$ cat config.mk
export PLATFORM = sky130hd
export DESIGN_NAME = jtag_edge_engine
export DESIGN_NICKNAME = d
export VERILOG_FILES = /design/src/rtl/jtag_edge_pkg.sv /design/src/rtl/jtag_tck_gen.sv /design/src/rtl/jtag_edge_engine.sv
export SDC_FILE = /design/constraint.sdc
export NUM_CORES = 1
export LEC_CHECK = 0
export BUFFER_PORTS_ARGS = -buffer_cell sky130_fd_sc_hd__buf_2
export CORE_ASPECT_RATIO = 1.4
export CORE_MARGIN = 2
export CORE_UTILIZATION = 40
export CTS_CLUSTER_DIAMETER = 30
export DETAILED_ROUTE_END_ITERATION = 7
export PLACE_DENSITY = 0.57
export SETUP_SLACK_MARGIN = 0.2
export SYNTH_ARGS = -nofsm -noshare
export SYNTH_HDL_FRONTEND = slang
export SYNTH_SLANG_ARGS = --single-unit
$ cat constraint.sdc
create_clock -name clk -period 2.77 [get_ports clk]
set_input_delay 0.277 -clock clk [delete_from_list [all_inputs] [get_ports clk]]
set_output_delay 0.277 -clock clk [all_outputs]
set_load 0.05 [all_outputs]
$ cat src/rtl/jtag_edge_pkg.sv
// constants shared by the probe-side jtag edge timing logic
package jtag_edge_pkg;

    // clock and launch delay timing
    localparam int CLK_PERIOD_PS   = 10000;
    localparam int LAUNCH_DELAY_NS = 8;
    localparam int LAUNCH_DELAY_RAW =
        (LAUNCH_DELAY_NS * 1000 + CLK_PERIOD_PS - 1) / CLK_PERIOD_PS;
    localparam int LAUNCH_DELAY_CYC = (LAUNCH_DELAY_RAW < 1) ? 1 : LAUNCH_DELAY_RAW;

    // divider and delay counter widths
    localparam int DIV_W_DEF = 8;
    localparam int DLY_W     = 4;

    // reset values of the edge settings, the divider and the board reset pin
    localparam logic     LAUNCH_ALT_RST = 1'b0;
    localparam logic     CAP_FALL_RST   = 1'b1;
    localparam int       HALF_RST       = 4;
    localparam logic     BOARD_RST_IDLE = 1'b1;

    // shift engine states
    typedef enum logic [1:0] {
        ST_IDLE  = 2'b01,
        ST_SHIFT = 2'b10
    } shift_state_type;

endpackage

$ cat src/rtl/jtag_tck_gen.sv
// tck divider: makes tck and flags the edge it is about to produce
`timescale 1ns/1ps
`default_nettype none
module jtag_tck_gen
    import jtag_edge_pkg::*;
#(
    parameter int DIV_W = DIV_W_DEF
) (
    input  wire logic             clk,
    input  wire logic             reset_n,
    input  wire logic             run,
    input  wire logic [DIV_W-1:0] half,
    output var  logic             tck,
    output var  logic             rise_now,
    output var  logic             fall_now
);

    typedef struct packed {
        logic             tck;
        logic [DIV_W-1:0] cnt;
    } gen_state_type;

    gen_state_type st_ff;
    gen_state_type nxt_st;
    logic          terminal;

    ////////////////////////////////////////////////////////////////////////////
    // half-period counter; edge flags are combinational so the shift engine
    // updates its pins on the very edge that moves tck when the late launch is off
    always_comb begin
        nxt_st   = st_ff;
        terminal = run && (st_ff.cnt == half - DIV_W'(1));
        if (!run) begin
            nxt_st.cnt = '0;
            nxt_st.tck = 1'b0;
        end else if (terminal) begin
            nxt_st.cnt = '0;
            nxt_st.tck = ~st_ff.tck;
        end else begin
            nxt_st.cnt = st_ff.cnt + DIV_W'(1);
        end
    end

    always_ff @(posedge clk or negedge reset_n) begin
        if (!reset_n) begin
            st_ff <= '0;
        end else begin
            st_ff <= nxt_st;
        end
    end

    assign tck      = st_ff.tck;
    assign rise_now = terminal && !st_ff.tck;
    assign fall_now = terminal && st_ff.tck;

endmodule
`default_nettype wire

$ cat src/rtl/jtag_edge_engine.sv
// probe-side jtag shift engine with selectable launch and capture edges
`timescale 1ns/1ps
`default_nettype none
module jtag_edge_engine
    import jtag_edge_pkg::*;
#(
    parameter int DIV_W = DIV_W_DEF
) (
    input  wire logic             clk,
    input  wire logic             reset_n,
    // user side: one bit per tck period
    input  wire logic             bit_valid,
    output var  logic             bit_ready,
    input  wire logic             bit_tms,
    input  wire logic             bit_tdo,
    output var  logic             cap_valid,
    output var  logic             cap_tdi,
    output var  logic             busy,
    // edge and period settings, taken over by cfg_load, and the board reset request
    input  wire logic             cfg_load,
    input  wire logic             launch_rise_sel,
    input  wire logic             capture_fall_sel,
    input  wire logic [DIV_W-1:0] half_period,
    input  wire logic             board_reset_req,
    // target pins
    output var  logic             tck,
    output var  logic             tms,
    output var  logic             tdo,
    input  wire logic             tdi,
    output var  logic             board_reset_n
);

    typedef struct packed {
        shift_state_type  fsm;
        logic             tms;
        logic             tdo;
        logic             pend;
        logic             pend_tms;
        logic             pend_tdo;
        logic             cfg_alt;
        logic             cfg_cap_fall;
        logic [DIV_W-1:0] cfg_half;
        logic             stg_pend;
        logic             stg_alt;
        logic             stg_cap_fall;
        logic [DIV_W-1:0] stg_half;
        logic [DLY_W-1:0] dly;
        logic             launched;
        logic             cap_valid;
        logic             cap_tdi;
        logic             board_rst_n;
        logic             bit_ready;
        logic             sync1;
        logic             sync2;
        logic             busy;
    } engine_state_type;

    localparam logic [DIV_W-1:0] HALF_FLOOR = DIV_W'(LAUNCH_DELAY_CYC + 1);

    engine_state_type st_ff;
    engine_state_type nxt_st;
    logic             rise_now;
    logic             fall_now;
    logic             shifting;

    assign shifting = (st_ff.fsm == ST_SHIFT);

    ////////////////////////////////////////////////////////////////////////////
    // tck divider
    jtag_tck_gen #(
        .DIV_W    (DIV_W)
    ) jtag_tck_gen_i (
        .clk      (clk),
        .reset_n  (reset_n),
        .run      (shifting),
        .half     (st_ff.cfg_half),
        .tck      (tck),
        .rise_now (rise_now),
        .fall_now (fall_now)
    );

    ////////////////////////////////////////////////////////////////////////////
    // next-state logic
    always_comb begin
        nxt_st           = st_ff;
        nxt_st.cap_valid = 1'b0;
        // tdi comes from another clock domain, so two flops before use
        nxt_st.sync1     = tdi;
        nxt_st.sync2     = st_ff.sync1;
        nxt_st.board_rst_n = ~board_reset_req;

        // settings are staged at once but applied only while idle
        if (cfg_load) begin
            nxt_st.stg_pend     = 1'b1;
            nxt_st.stg_alt      = launch_rise_sel;
            nxt_st.stg_cap_fall = capture_fall_sel;
            // period must leave room for the late launch
            nxt_st.stg_half = (half_period < HALF_FLOOR) ? HALF_FLOOR : half_period;
        end

        // one-entry hold for the next bit
        if (bit_valid && st_ff.bit_ready) begin
            nxt_st.pend     = 1'b1;
            nxt_st.pend_tms = bit_tms;
            nxt_st.pend_tdo = bit_tdo;
        end

        unique case (st_ff.fsm)
            ST_IDLE: begin
                if (st_ff.stg_pend) begin
                    // tck is low and stopped here, so no edge is mixed
                    nxt_st.cfg_alt      = st_ff.stg_alt;
                    nxt_st.cfg_cap_fall = st_ff.stg_cap_fall;
                    nxt_st.cfg_half     = st_ff.stg_half;
                    nxt_st.stg_pend     = cfg_load;
                end else if (st_ff.pend) begin
                    // first bit goes out half a period before the first rise
                    nxt_st.tms      = st_ff.pend_tms;
                    nxt_st.tdo      = st_ff.pend_tdo;
                    nxt_st.pend     = 1'b0;
                    nxt_st.launched = 1'b0;
                    nxt_st.fsm      = ST_SHIFT;
                end
            end
            ST_SHIFT: begin
                if (rise_now) begin
                    nxt_st.launched = 1'b0;
                    nxt_st.dly      = DLY_W'(LAUNCH_DELAY_CYC);
                    if (!st_ff.cfg_cap_fall) begin
                        nxt_st.cap_valid = 1'b1;
                        nxt_st.cap_tdi   = st_ff.sync2;
                    end
                end else if (st_ff.dly != '0) begin
                    nxt_st.dly = st_ff.dly - DLY_W'(1);
                    // late launch, some time after the rise
                    if (st_ff.cfg_alt && st_ff.dly == DLY_W'(1) && st_ff.pend) begin
                        nxt_st.tms      = st_ff.pend_tms;
                        nxt_st.tdo      = st_ff.pend_tdo;
                        nxt_st.pend     = 1'b0;
                        nxt_st.launched = 1'b1;
                    end
                end
                if (fall_now) begin
                    if (st_ff.cfg_cap_fall) begin
                        // target's new bit is still in flight, old one is held
                        nxt_st.cap_valid = 1'b1;
                        nxt_st.cap_tdi   = st_ff.sync2;
                    end
                    if (!st_ff.cfg_alt && st_ff.pend) begin
                        // same clock edge as tck falling, like a ddr pair
                        nxt_st.tms  = st_ff.pend_tms;
                        nxt_st.tdo  = st_ff.pend_tdo;
                        nxt_st.pend = 1'b0;
                    end else if (!(st_ff.cfg_alt && st_ff.launched)) begin
                        nxt_st.fsm = ST_IDLE;
                    end
                end
            end
        endcase
        nxt_st.bit_ready = ~nxt_st.pend;
        // busy leaves from its own flop, matching the shift state it reports
        nxt_st.busy      = (nxt_st.fsm == ST_SHIFT);
    end

    ////////////////////////////////////////////////////////////////////////////
    // state register; reset settle the defaults of both edge settings
    always_ff @(posedge clk or negedge reset_n) begin
        if (!reset_n) begin
            st_ff              <= '0;
            st_ff.fsm          <= ST_IDLE;
            st_ff.cfg_alt      <= LAUNCH_ALT_RST;
            st_ff.cfg_cap_fall <= CAP_FALL_RST;
            st_ff.cfg_half     <= DIV_W'(HALF_RST);
            st_ff.board_rst_n  <= BOARD_RST_IDLE;
            st_ff.bit_ready    <= 1'b1;
        end else begin
            st_ff <= nxt_st;
        end
    end

    assign tms           = st_ff.tms;
    assign tdo           = st_ff.tdo;
    assign cap_valid     = st_ff.cap_valid;
    assign cap_tdi       = st_ff.cap_tdi;
    assign board_reset_n = st_ff.board_rst_n;
    assign bit_ready     = st_ff.bit_ready;
    assign busy          = st_ff.busy;

    ////////////////////////////////////////////////////////////////////////////
    // checks; helper flops are read only by the assertions
    logic             seen_ff;
    logic             tck_q_ff;
    logic [DIV_W-1:0] hi_cnt_ff;
    logic             tck_rose;

    always_ff @(posedge clk or negedge reset_n) begin
        if (!reset_n) begin
            seen_ff   <= 1'b0;
            tck_q_ff  <= 1'b0;
            hi_cnt_ff <= '0;
        end else begin
            seen_ff   <= 1'b1;
            tck_q_ff  <= tck;
            hi_cnt_ff <= tck ? hi_cnt_ff + DIV_W'(1) : '0;
        end
    end

    assign tck_rose = tck && !tck_q_ff;
endmodule
`default_nettype wire

==> results of run 1 <==
[sequential cells by signal, summed over array words and instances (netlist names)]
| signal | flops |
|---|---|
| nxt_st | 1 |
| bit_ready | 1 |
| jtag_tck_gen_i.st_ff | 8 |
| board_reset_n | 1 |
| busy | 1 |
| tms | 1 |
| st_ff | 32 |
| jtag_tck_gen_i.tck | 1 |
| cap_tdi | 1 |
| cap_valid | 1 |
| tdo | 1 |
[layout by cell type (no fill, tap or decap), types with 2 or more instances in the layout]
cell	n
dfrtp_1	44
buf_2	25
nor2_1	20
mux2_2	20
nand2_1	12
xor2_1	11
inv_1	8
nor3_1	8
nand3_1	8
xnor2_1	7
nand2b_1	7
a21oi_1	7
nor2b_1	5
dfstp_2	5
clkbuf_8	5
o21ai_0	4
and3_1	4
ha_1	4
a221oi_1	3
a221o_1	3
a211oi_1	3
nand4_1	2
a21o_1	2
o22a_1	2
and2_1	2
o221a_1	2
clkinvlp_4	2
buf_4	2
[worst min path at each step]
stage                    startpoint                      end  slack, ps  cells past startpoint
global placement            reset_n  jtag_tck_gen_i.st_ff[4]        290                      1
CTS                 board_reset_req            board_reset_n         60                      2
global route                    tdi                nxt_st[1]         60                      1
finish              board_reset_req            board_reset_n         70                      2
detailed placement          reset_n  jtag_tck_gen_i.st_ff[4]        300                      1
floorplan                   reset_n                     busy        -20                      0
[Yosys cell counts, types with 2 or more instances]
| cell | number | area share, % |
|---|---|---|
| nand2_1 | 12 | 1.8 |
| a211oi_1 | 3 | 0.91 |
| and3_1 | 4 | 1.0 |
| nand2b_1 | 7 | 1.8 |
| and2_1 | 2 | 0.51 |
| nand4_1 | 2 | 0.51 |
| inv_1 | 8 | 1.2 |
| a21oi_1 | 7 | 1.4 |
| xnor2_1 | 7 | 2.5 |
| nand3_1 | 8 | 1.6 |
| mux2_2 | 20 | 9.1 |
| a221oi_1 | 3 | 1.1 |
| nor3_1 | 8 | 1.6 |
| xor2_1 | 11 | 3.9 |
| clkbuf_1 | 5 | 0.76 |
| dfrtp_1 | 44 | 44 |
| ha_1 | 4 | 2.0 |
| nor2_1 | 20 | 3.0 |
| o221a_1 | 2 | 0.91 |
| a221o_1 | 3 | 1.2 |
| a21o_1 | 2 | 0.61 |
| o21ai_0 | 4 | 0.81 |
| o22a_1 | 2 | 0.71 |
| dfstp_2 | 5 | 5.3 |
| nor2b_1 | 5 | 1.3 |
[layer usage]
layer | routed length, um | up-vias | track usage, % | share of wire, %
li1 | - | 855 | - | -
met1 | 2050 | 835 | 18.3 | 43
met3 | 127 | 7 | 2.59 | 2.6
met5 | 0 | - | 0 | 0
met2 | 2540 | 37 | 27.9 | 53
met4 | 93 | 0 | 5.62 | 1.9
[cell type report]
type	count	area, sq um
repair buffers	28	150
flip-flops and latches	49	1230
inverters	8	30.0
well taps	70	87.6
multi-input cells	158	1170
clock inverters	3	26.3
fillers	585	3130
clock buffers	5	68.8
[power by group]
part | total (W) | switching, W | internal [W]
clock | 0.000433 | 0.000249 | 0.000184
sequential | 0.000795 | 0.0000367 | 0.000758
combinational | 0.000126 | 0.0000731 | 0.0000525
total | 0.00135 | 0.000359 | 0.000995
[logic make-up (layout without fill, tap and decap cells)]
group,Yosys count,count (layout),synth area share [%]
and+or+nand+nor,78,78,17.4
DFF,49,49,49.8
AOI/OAI and AO/OA,37,37,12.1
muxes,21,21,9.55
xor gates and xnor gates,18,18,6.37
buffers and inverters,16,44,2.78
adders and majority gates,4,4,2.02
[per-stage QoR]
step	setup WS [ps]	instances
CTS	436	321
global placement	520	312
floorplan	606	223
detailed placement	449	312
global route	338	321
finish	456	321
[worst max-delay path: cells and delay by family (launching register included)]
family / cells / cell delay [ps]
fa+ha+maj: 1 / 280
mux: 1 / 340
buf+inv: 1 / 70
flops: 1 / 460
compound gates: 1 / 210
simple gates: 3 / 860
[timing repair]
item,CTS,global route
hold buffers,1,0
setup endpoints to repair,0,0
hold endpoints to repair,20,0
gates resized for setup,0,0
==> results.json, run 1 <==
{
  "r2r_slack_ps": 460,
  "syn_to_final_growth_pct": 11.9,
  "antenna_cells": 0,
  "drive_gt1_share_pct": 27.5,
  "rsz0062_at_grt": "no",
  "post_cts_buffers": 0,
  "place.gp.congestion": 0.866,
  "clk-insertion-delay-late_ps": 300,
  "cts_sinks": 49,
  "end_kind": "register",
  "drc": 0,
  "synth_ff_type": "dfrtp_1",
  "setup_violations": 0,
  "yosys_warnings": 0,
  "max_freq_mhz": 432,
  "port-buffer-count": 25,
  "syn-cell-area_sq_mm": 0.00248,
  "cts_tree": "yes",
  "drt_wl_total_um": 4800,
  "cts_buffer_depth": 2,
  "path_clk_slew_ps": 100,
  "start_kind": "register",
  "cpPeakStageDelay_ps": 460,
  "tightest_slew_ps": 643,
  "async_flop_share_pct": 100,
  "grt_max_degree": 28,
  "dr.first_iter.drc_count": 76,
  "cp_max_fo": 7,
  "synth_edf_count": 0,
  "h-tree-depth": 2,
  "grt_pass1_wl_um": 8490,
  "synthCells": 223,
  "syn_nets": 245,
  "dr.pass1.iters": 4,
  "fin_nets": 272,
  "powerDensity_mw_per_mm2": 489,
  "rr_endpoint": "cap_tdi",
  "max-cap-violations": 0,
  "grt_overflow": 0,
  "rr_startpoint": "st_ff[23]",
  "start_util_pct": 41.9,
  "core.rowCount": 33,
  "slew-limit-headroom_pct": 57.0,
  "p_leak_nw": 1.26,
  "drv_slew": 0,
  "synth_cell_types": 50,
  "place_area_sq_mm": 0.00267,
  "synth_area_per_cell_sq_um": 11.1,
  "antenna_found_initial": 0,
  "fp.dieH_um": 97.1,
  "ant_nets": 0,
  "cp_cell_sequence": "inv_1 -> ha_1 -> or3_4 -> a31oi_4 -> nand3_2 -> nor3_4 -> mux2_1",
  "die_width_um": 70.5,
  "ios": 26,
  "vias_per_cell": 5.40,
  "required_ps": 2960,
  "fin_crit_sh_pct": 83.5,
  "crit_start": "st_ff[23]",
  "ys_ff_latch": 49,
  "cts-buffers-inserted": 5,
  "cts_root_buffer": "clkbuf_8",
  "dr_total_vias": 1734,
  "final_util_pct": 46.9,
  "hpwl_um": 3650,
  "ir_worst_vdd_v": 0.000329,
  "grt_pass1_vias": 1791,
  "clock_skew_ps": 9.62,
  "holdWs_ps": 67.4,
  "cpMaxStageDelayCell": "dfrtp_1",
  "reg2reg_depth": 7,
  "hold_viol_final": 0,
  "power.total_w": 0.00135,
  "yosysSeqAreaShare_pct": 49.8,
  "outcome": "finished clean",
  "dieArea_sq_mm": 0.00684,
  "fp.coreArea_sq_mm": 0.00590,
  "fin_area_sq_mm": 0.00277,
  "wl_per_cell_um": 15.0,
  "post-route-min-period_ps": 2310,
  "holdCritPathClass": "input port to register",
  "crit_arrival_ps": 2510,
  "path_class": "register to register",
  "finalSetupTns_ps": 0,
  "track_usage_pct": 15.5,
  "critPathCapture": "cap_tdi"
}
(Power assumes the default switching activity.)
==> run 2: changes to the inputs <==
- clock period: 2.77 -> 2.3 ns (I/O delays scaled with it)
==> run 2 against run 1 <==
- worst setup slack got worse by 270 ps
- largest cell class is now multi-input gates
- via count grew 4.0%
- largest power group unchanged
- critical path depth is 2 higher
- hold slack lost 60 ps
- clock-buffer cell count rose by 1
- critical path type unchanged
- clock power is 20% higher
==> results.json, run 2 (synthesis gave the netlist of run 1 again) <==
{
  "outcome": "finished clean",
  "tightest_slew_ps": 664,
  "cts_sinks": 49,
  "p_seq_share_pct": 58.8,
  "crit_arrival_ps": 2310,
  "holdCritPathClass": "input port to asynchronous set/reset pin",
  "h-tree-depth": 2,
  "final_util_pct": 49.2,
  "r2r_slack_ps": 190,
  "cts_root_buffer": "clkbuf_8",
  "port-buffer-count": 25,
  "largest_register_ffs": 32,
  "ant_nets": 0,
  "p_leak_nw": 1.31,
  "p_switching_w": 0.000440,
  "slew-limit-headroom_pct": 55.6,
  "clock_skew_ps": 9.77,
  "ir_worst_vdd_v": 0.000358,
  "max-cap-violations": 0,
  "grt_pass1_wl_um": 8690,
  "grt_pass1_vias": 1868,
  "end_kind": "register",
  "start_kind": "register",
  "cts_buffer_depth": 2,
  "start_util_pct": 41.9,
  "p_int_w": 0.00119,
  "cpMaxStageDelayCell": "dfrtp_1",
  "p_clk_share_pct": 31.8,
  "hold_buffers": 0,
  "max_freq_mhz": 474,
  "setup_violations": 0,
  "cts_tree": "yes",
  "fin_crit_sh_pct": 91.7,
  "clk-insertion-delay-late_ps": 310,
  "antenna_found_initial": 0,
  "fp.coreArea_sq_mm": 0.00590,
  "reg2reg_depth": 9,
  "track_usage_pct": 15.7,
  "required_ps": 2500,
  "antenna_cells": 0,
  "cp_max_fo": 3,
  "ios": 26,
  "grt_max_degree": 50,
  "fin_area_sq_mm": 0.00290,
  "place.gp.congestion": 0.845,
  "drv_slew": 0,
  "drive_gt1_share_pct": 34.2,
  "post-route-min-period_ps": 2110,
  "path_clk_slew_ps": 100,
  "syn_to_final_growth_pct": 17.2,
  "drt_wl_total_um": 5170,
  "dr_total_vias": 1803,
  "finalSetupTns_ps": 0,
  "fp.dieH_um": 97.1,
  "dp_cells": 314,
  "dr.pass1.iters": 4,
  "cp_cell_sequence": "inv_1 -> ha_4 -> xor2_1 -> nand2_2 -> a211oi_4 -> and3_4 -> a21bo_1 -> o311ai_2 -> o221a_1",
  "power.share.switching_pct": 26.9,
  "rsz0062_at_grt": "yes",
  "wl_per_cell_um": 15.8,
  "dieArea_sq_mm": 0.00684,
  "dr.first_iter.drc_count": 79,
  "cpPeakStageDelay_ps": 390,
  "final_cell_mix": "dfrtp_1, buf_2, mux2_2",
  "powerDensity_mw_per_mm2": 563,
  "comb_power_share_pct": 9.5,
  "vias_per_cell": 5.51,
  "top_regs": "st_ff (32), jtag_tck_gen_i.st_ff (8)",
  "regMostFlops": "st_ff",
  "fin_nets": 278,
  "drc": 0,
  "power.total_w": 0.00163,
  "place_area_sq_mm": 0.00269,
  "final_common_cell": "dfrtp_1",
  "die_width_um": 70.5,
  "instances_no_fill": 327,
  "hpwl_um": 3640,
  "core.rowCount": 33,
  "path_class": "register to register",
  "hold_viol_final": 0,
  "cts-buffers-inserted": 5,
  "grt_overflow": 0
}
## run 2: cell types whose count changed in the layout (fill, tap and decap cells not counted), sizes merged
| cell | before | now |
|---|---|---|
| buf | 27 | 34 |
| clkbuf | 5 | 6 |
| clkinv | 0 | 1 |
| clkinvlp | 2 | 0 |
| dlygate4sd3 | 1 | 0 |
## run 2: path summary, 6_finish.rpt
path | startpoint | end
max in group asynchronous | reset_n | st_ff[28]
hold reg to reg | nxt_st[1] | st_ff[1]
hold / removal | reset_n | tdo
setup reg to reg | st_ff[23] | tdo
setup / recovery | st_ff[23] | tdo
min in group clk | board_reset_req | board_reset_n
## run 2: critical path: cells and delay by family (launching register included)
| family | cells | cell delay (ps) |
|---|---|---|
| buf+inv | 1 | 100 |
| simple gates | 2 | 340 |
| fa+ha+maj | 1 | 210 |
| flops | 1 | 390 |
| compound gates | 4 | 720 |
| xor+xnor | 1 | 230 |
## run 2: final cells by class
| cell class | instances | area [sq um] |
|---|---|---|
| clock buffer | 6 | 72.6 |
| clock inverter | 2 | 13.8 |
| fill | 548 | 3000 |
| inverter | 8 | 30.0 |
| multi-input combinational | 158 | 1260 |
| sequential | 49 | 1230 |
| tap | 70 | 87.6 |
| timing repair buffer | 34 | 205 |
## run 2: per-layer routing
metal	track usage (%)	wire length (um)	part of all wire, %
met1	19.2	2210	43
met2	26.6	2730	53
met3	2.80	109	2.1
met4	7.40	119	2.3
met5	0	0	0
## run 2: what timing repair did
item,in CTS,in global routing
resized for setup,1,15
buffers inserted,3,2
pin swaps,2,11
cloned,0,0
setup endpoints to repair,7,17
## run 2: metrics by stage
stage	hold slack, ps	setup slack (ps)
finish	7.71	191
global route	17.1	107
CTS	15.7	214
detailed placement	341	125
global placement	335	177
floorplan	-65.6	200
## run 2: power by group through the flow
| stage | logic (W) | clock network, W | registers (W) |
|---|---|---|---|
| 6_report | 0.000155 | 0.000519 | 0.000960 |
| 5_1_grt | 0.000173 | 0.000566 | 0.000969 |
| 4_1_cts | 0.000155 | 0.000542 | 0.000961 |
| 3_5_place_dp | 0.000154 | 0 | 0.000978 |
| 3_3_place_gp | 0.000153 | 0 | 0.000976 |
| 2_1_floorplan | 0.0000782 | 0 | 0.000979 |
==> run 3: changes to the inputs <==
- clock period: 2.3 -> 2.2 ns (I/O delays scaled with it)
==> run 3 against run 2 <==
- power is 12% higher
- maximum frequency grew 2.5%
- worst setup slack lost 48 ps
- sequential power grew 4.0%
- die area unchanged
- first-iteration DRC count down 25%
- hold slack better by 7.9 ps
- critical path type unchanged
- critical endpoint unchanged
==> results.json, run 3 (synthesis gave the netlist of run 1 again) <==
{
  "outcome": "finished clean",
  "end_kind": "register",
  "h-tree-depth": 2,
  "antenna_cells": 0,
  "fin_nets": 281,
  "postLayoutSetupSlackWorst_ps": 142,
  "cp_max_fo": 5,
  "reg2reg_depth": 8,
  "max_freq_mhz": 486,
  "crit_arrival_ps": 2270,
  "grt_pass1_vias": 1792,
  "rr_startpoint": "st_ff[25]",
  "core.rowCount": 33,
  "ios": 26,
  "holdCritPathClass": "input port to register",
  "fp.dieH_um": 97.1,
  "cpPeakStageDelay_ps": 400,
  "path_clk_slew_ps": 100,
  "grt_overflow": 0,
  "critPathCapture": "tdo",
  "cts_buffer_depth": 2,
  "cts_sinks": 49,
  "required_ps": 2410,
  "cts_root_buffer": "clkbuf_8",
  "final_common_cell": "dfrtp_1",
  "post-route-min-period_ps": 2060,
  "track_usage_pct": 16.0,
  "final_cell_mix": "dfrtp_1, buf_2, mux2_2",
  "place.gp.congestion": 0.839,
  "ir_worst_vdd_v": 0.000394,
  "dr_total_vias": 1756,
  "final_util_pct": 50.0,
  "fin_crit_sh_pct": 93.5,
  "dr.pass1.iters": 4,
  "multi_input_area_sq_mm": 0.00126,
  "drive_gt1_share_pct": 35.4,
  "ant_nets": 0,
  "crit_start": "st_ff[25]",
  "p_leak_nw": 1.34,
  "crit_buf_inv": 1,
  "fp.coreArea_sq_mm": 0.00590,
  "clock_skew_ps": 14.9,
  "hpwl_um": 3580,
  "wl_per_cell_um": 14.9,
  "finalSetupTns_ps": 0,
  "dieArea_sq_mm": 0.00684,
  "clk-insertion-delay-late_ps": 310,
  "slew-limit-headroom_pct": 57.3,
  "vias_per_cell": 5.32,
  "path_class": "register to register",
  "setup_violations": 0,
  "top_regs": "st_ff (32), jtag_tck_gen_i.st_ff (8)",
  "syn_to_final_growth_pct": 19.3,
  "max-cap-violations": 0,
  "fillers": 549,
  "regArea_sq_mm": 0.00123,
  "grt_max_degree": 50,
  "hold_viol_final": 0,
  "start_util_pct": 41.9,
  "tightest_slew_ps": 640,
  "cpMaxStageDelayCell": "dfstp_2",
  "r2r_slack_ps": 140,
  "regMostFlops": "st_ff",
  "rsz0062_at_grt": "yes",
  "post-place-ws_ps": 6.54,
  "port-buffer-count": 25,
  "die_width_um": 70.5,
  "powerDensity_mw_per_mm2": 622,
  "cts-buffers-inserted": 5,
  "antenna_found_initial": 0,
  "critical_path_cell_count": 8,
  "rr_endpoint": "tdo",
  "drv_slew": 0,
  "dr.first_iter.drc_count": 59,
  "drt_wl_total_um": 4930,
  "largest_register_ffs": 32,
  "start_kind": "register",
  "grt_pass1_wl_um": 8680,
  "cts_tree": "yes",
  "cp_cell_sequence": "buf_4 -> nor2b_2 -> or3_4 -> a31oi_4 -> and3_1 -> a21bo_1 -> o311ai_2 -> o221a_1",
  "drc": 0,
  "min_path_cells": 1,
  "cp_top_family": "compound AO/OA/AOI/OAI gates"
}
## run 3: cell types whose count changed in the layout (fill, tap and decap cells not counted), sizes merged
cell	change
clkbuf	-1
dlygate4sd3	+1
buf	+2
bufinv	+1
## run 3: power by group
group | switching (W) | leakage [nW] | internal [W]
sequential | 0.0000435 | 0.620 | 0.000955
clock | 0.000324 | 0.0585 | 0.000341
combinational | 0.0000992 | 0.662 | 0.0000741
total | 0.000467 | 1.34 | 0.00137
## run 3: metrics by stage
stage	hold slack, ps	instances	total power, W	instance area [sq um]
floorplan	-75.6	223	0.00111	2500
global placement	232	314	0.00118	2710
detailed placement	232	314	0.00119	2710
CTS	1.73	328	0.00185	2880
global route	3.76	330	0.00191	2950
finish	15.6	330	0.00184	2950
## run 3: timing repair
| item | CTS | global route |
|---|---|---|
| hold buffers | 1 | 0 |
| gates resized for setup | 3 | 14 |
| hold endpoints to repair | 44 | 0 |
| buffers inserted | 5 | 2 |
| setup endpoints to repair | 13 | 20 |
| pin swaps | 5 | 6 |
## run 3: worst min path at each step
stage	endpoint	from
after floorplan	busy	reset_n
after global placement	st_ff[8]	reset_n
after detailed placement	st_ff[8]	reset_n
after CTS	board_reset_n	board_reset_req
after global routing	nxt_st[1]	tdi
final	nxt_st[1]	tdi
## run 3: final cells by class
| cell class | instances | share of cell area (%) |
|---|---|---|
| inverters | 8 | 1.02 |
| multi-input cells | 158 | 42.7 |
| flip-flops and latches | 49 | 41.8 |
| repair buffers | 37 | 7.79 |
| well taps | 70 | 2.96 |
| clock inverters | 3 | 1.48 |
| clock buffers | 5 | 2.33 |
## run 3: routing by layer
layer  track usage, %  share of wire [%]
met1             19.8                 44
met2             27.1                 52
met3             2.39                2.2
met4             7.10                1.9
met5                0                  0
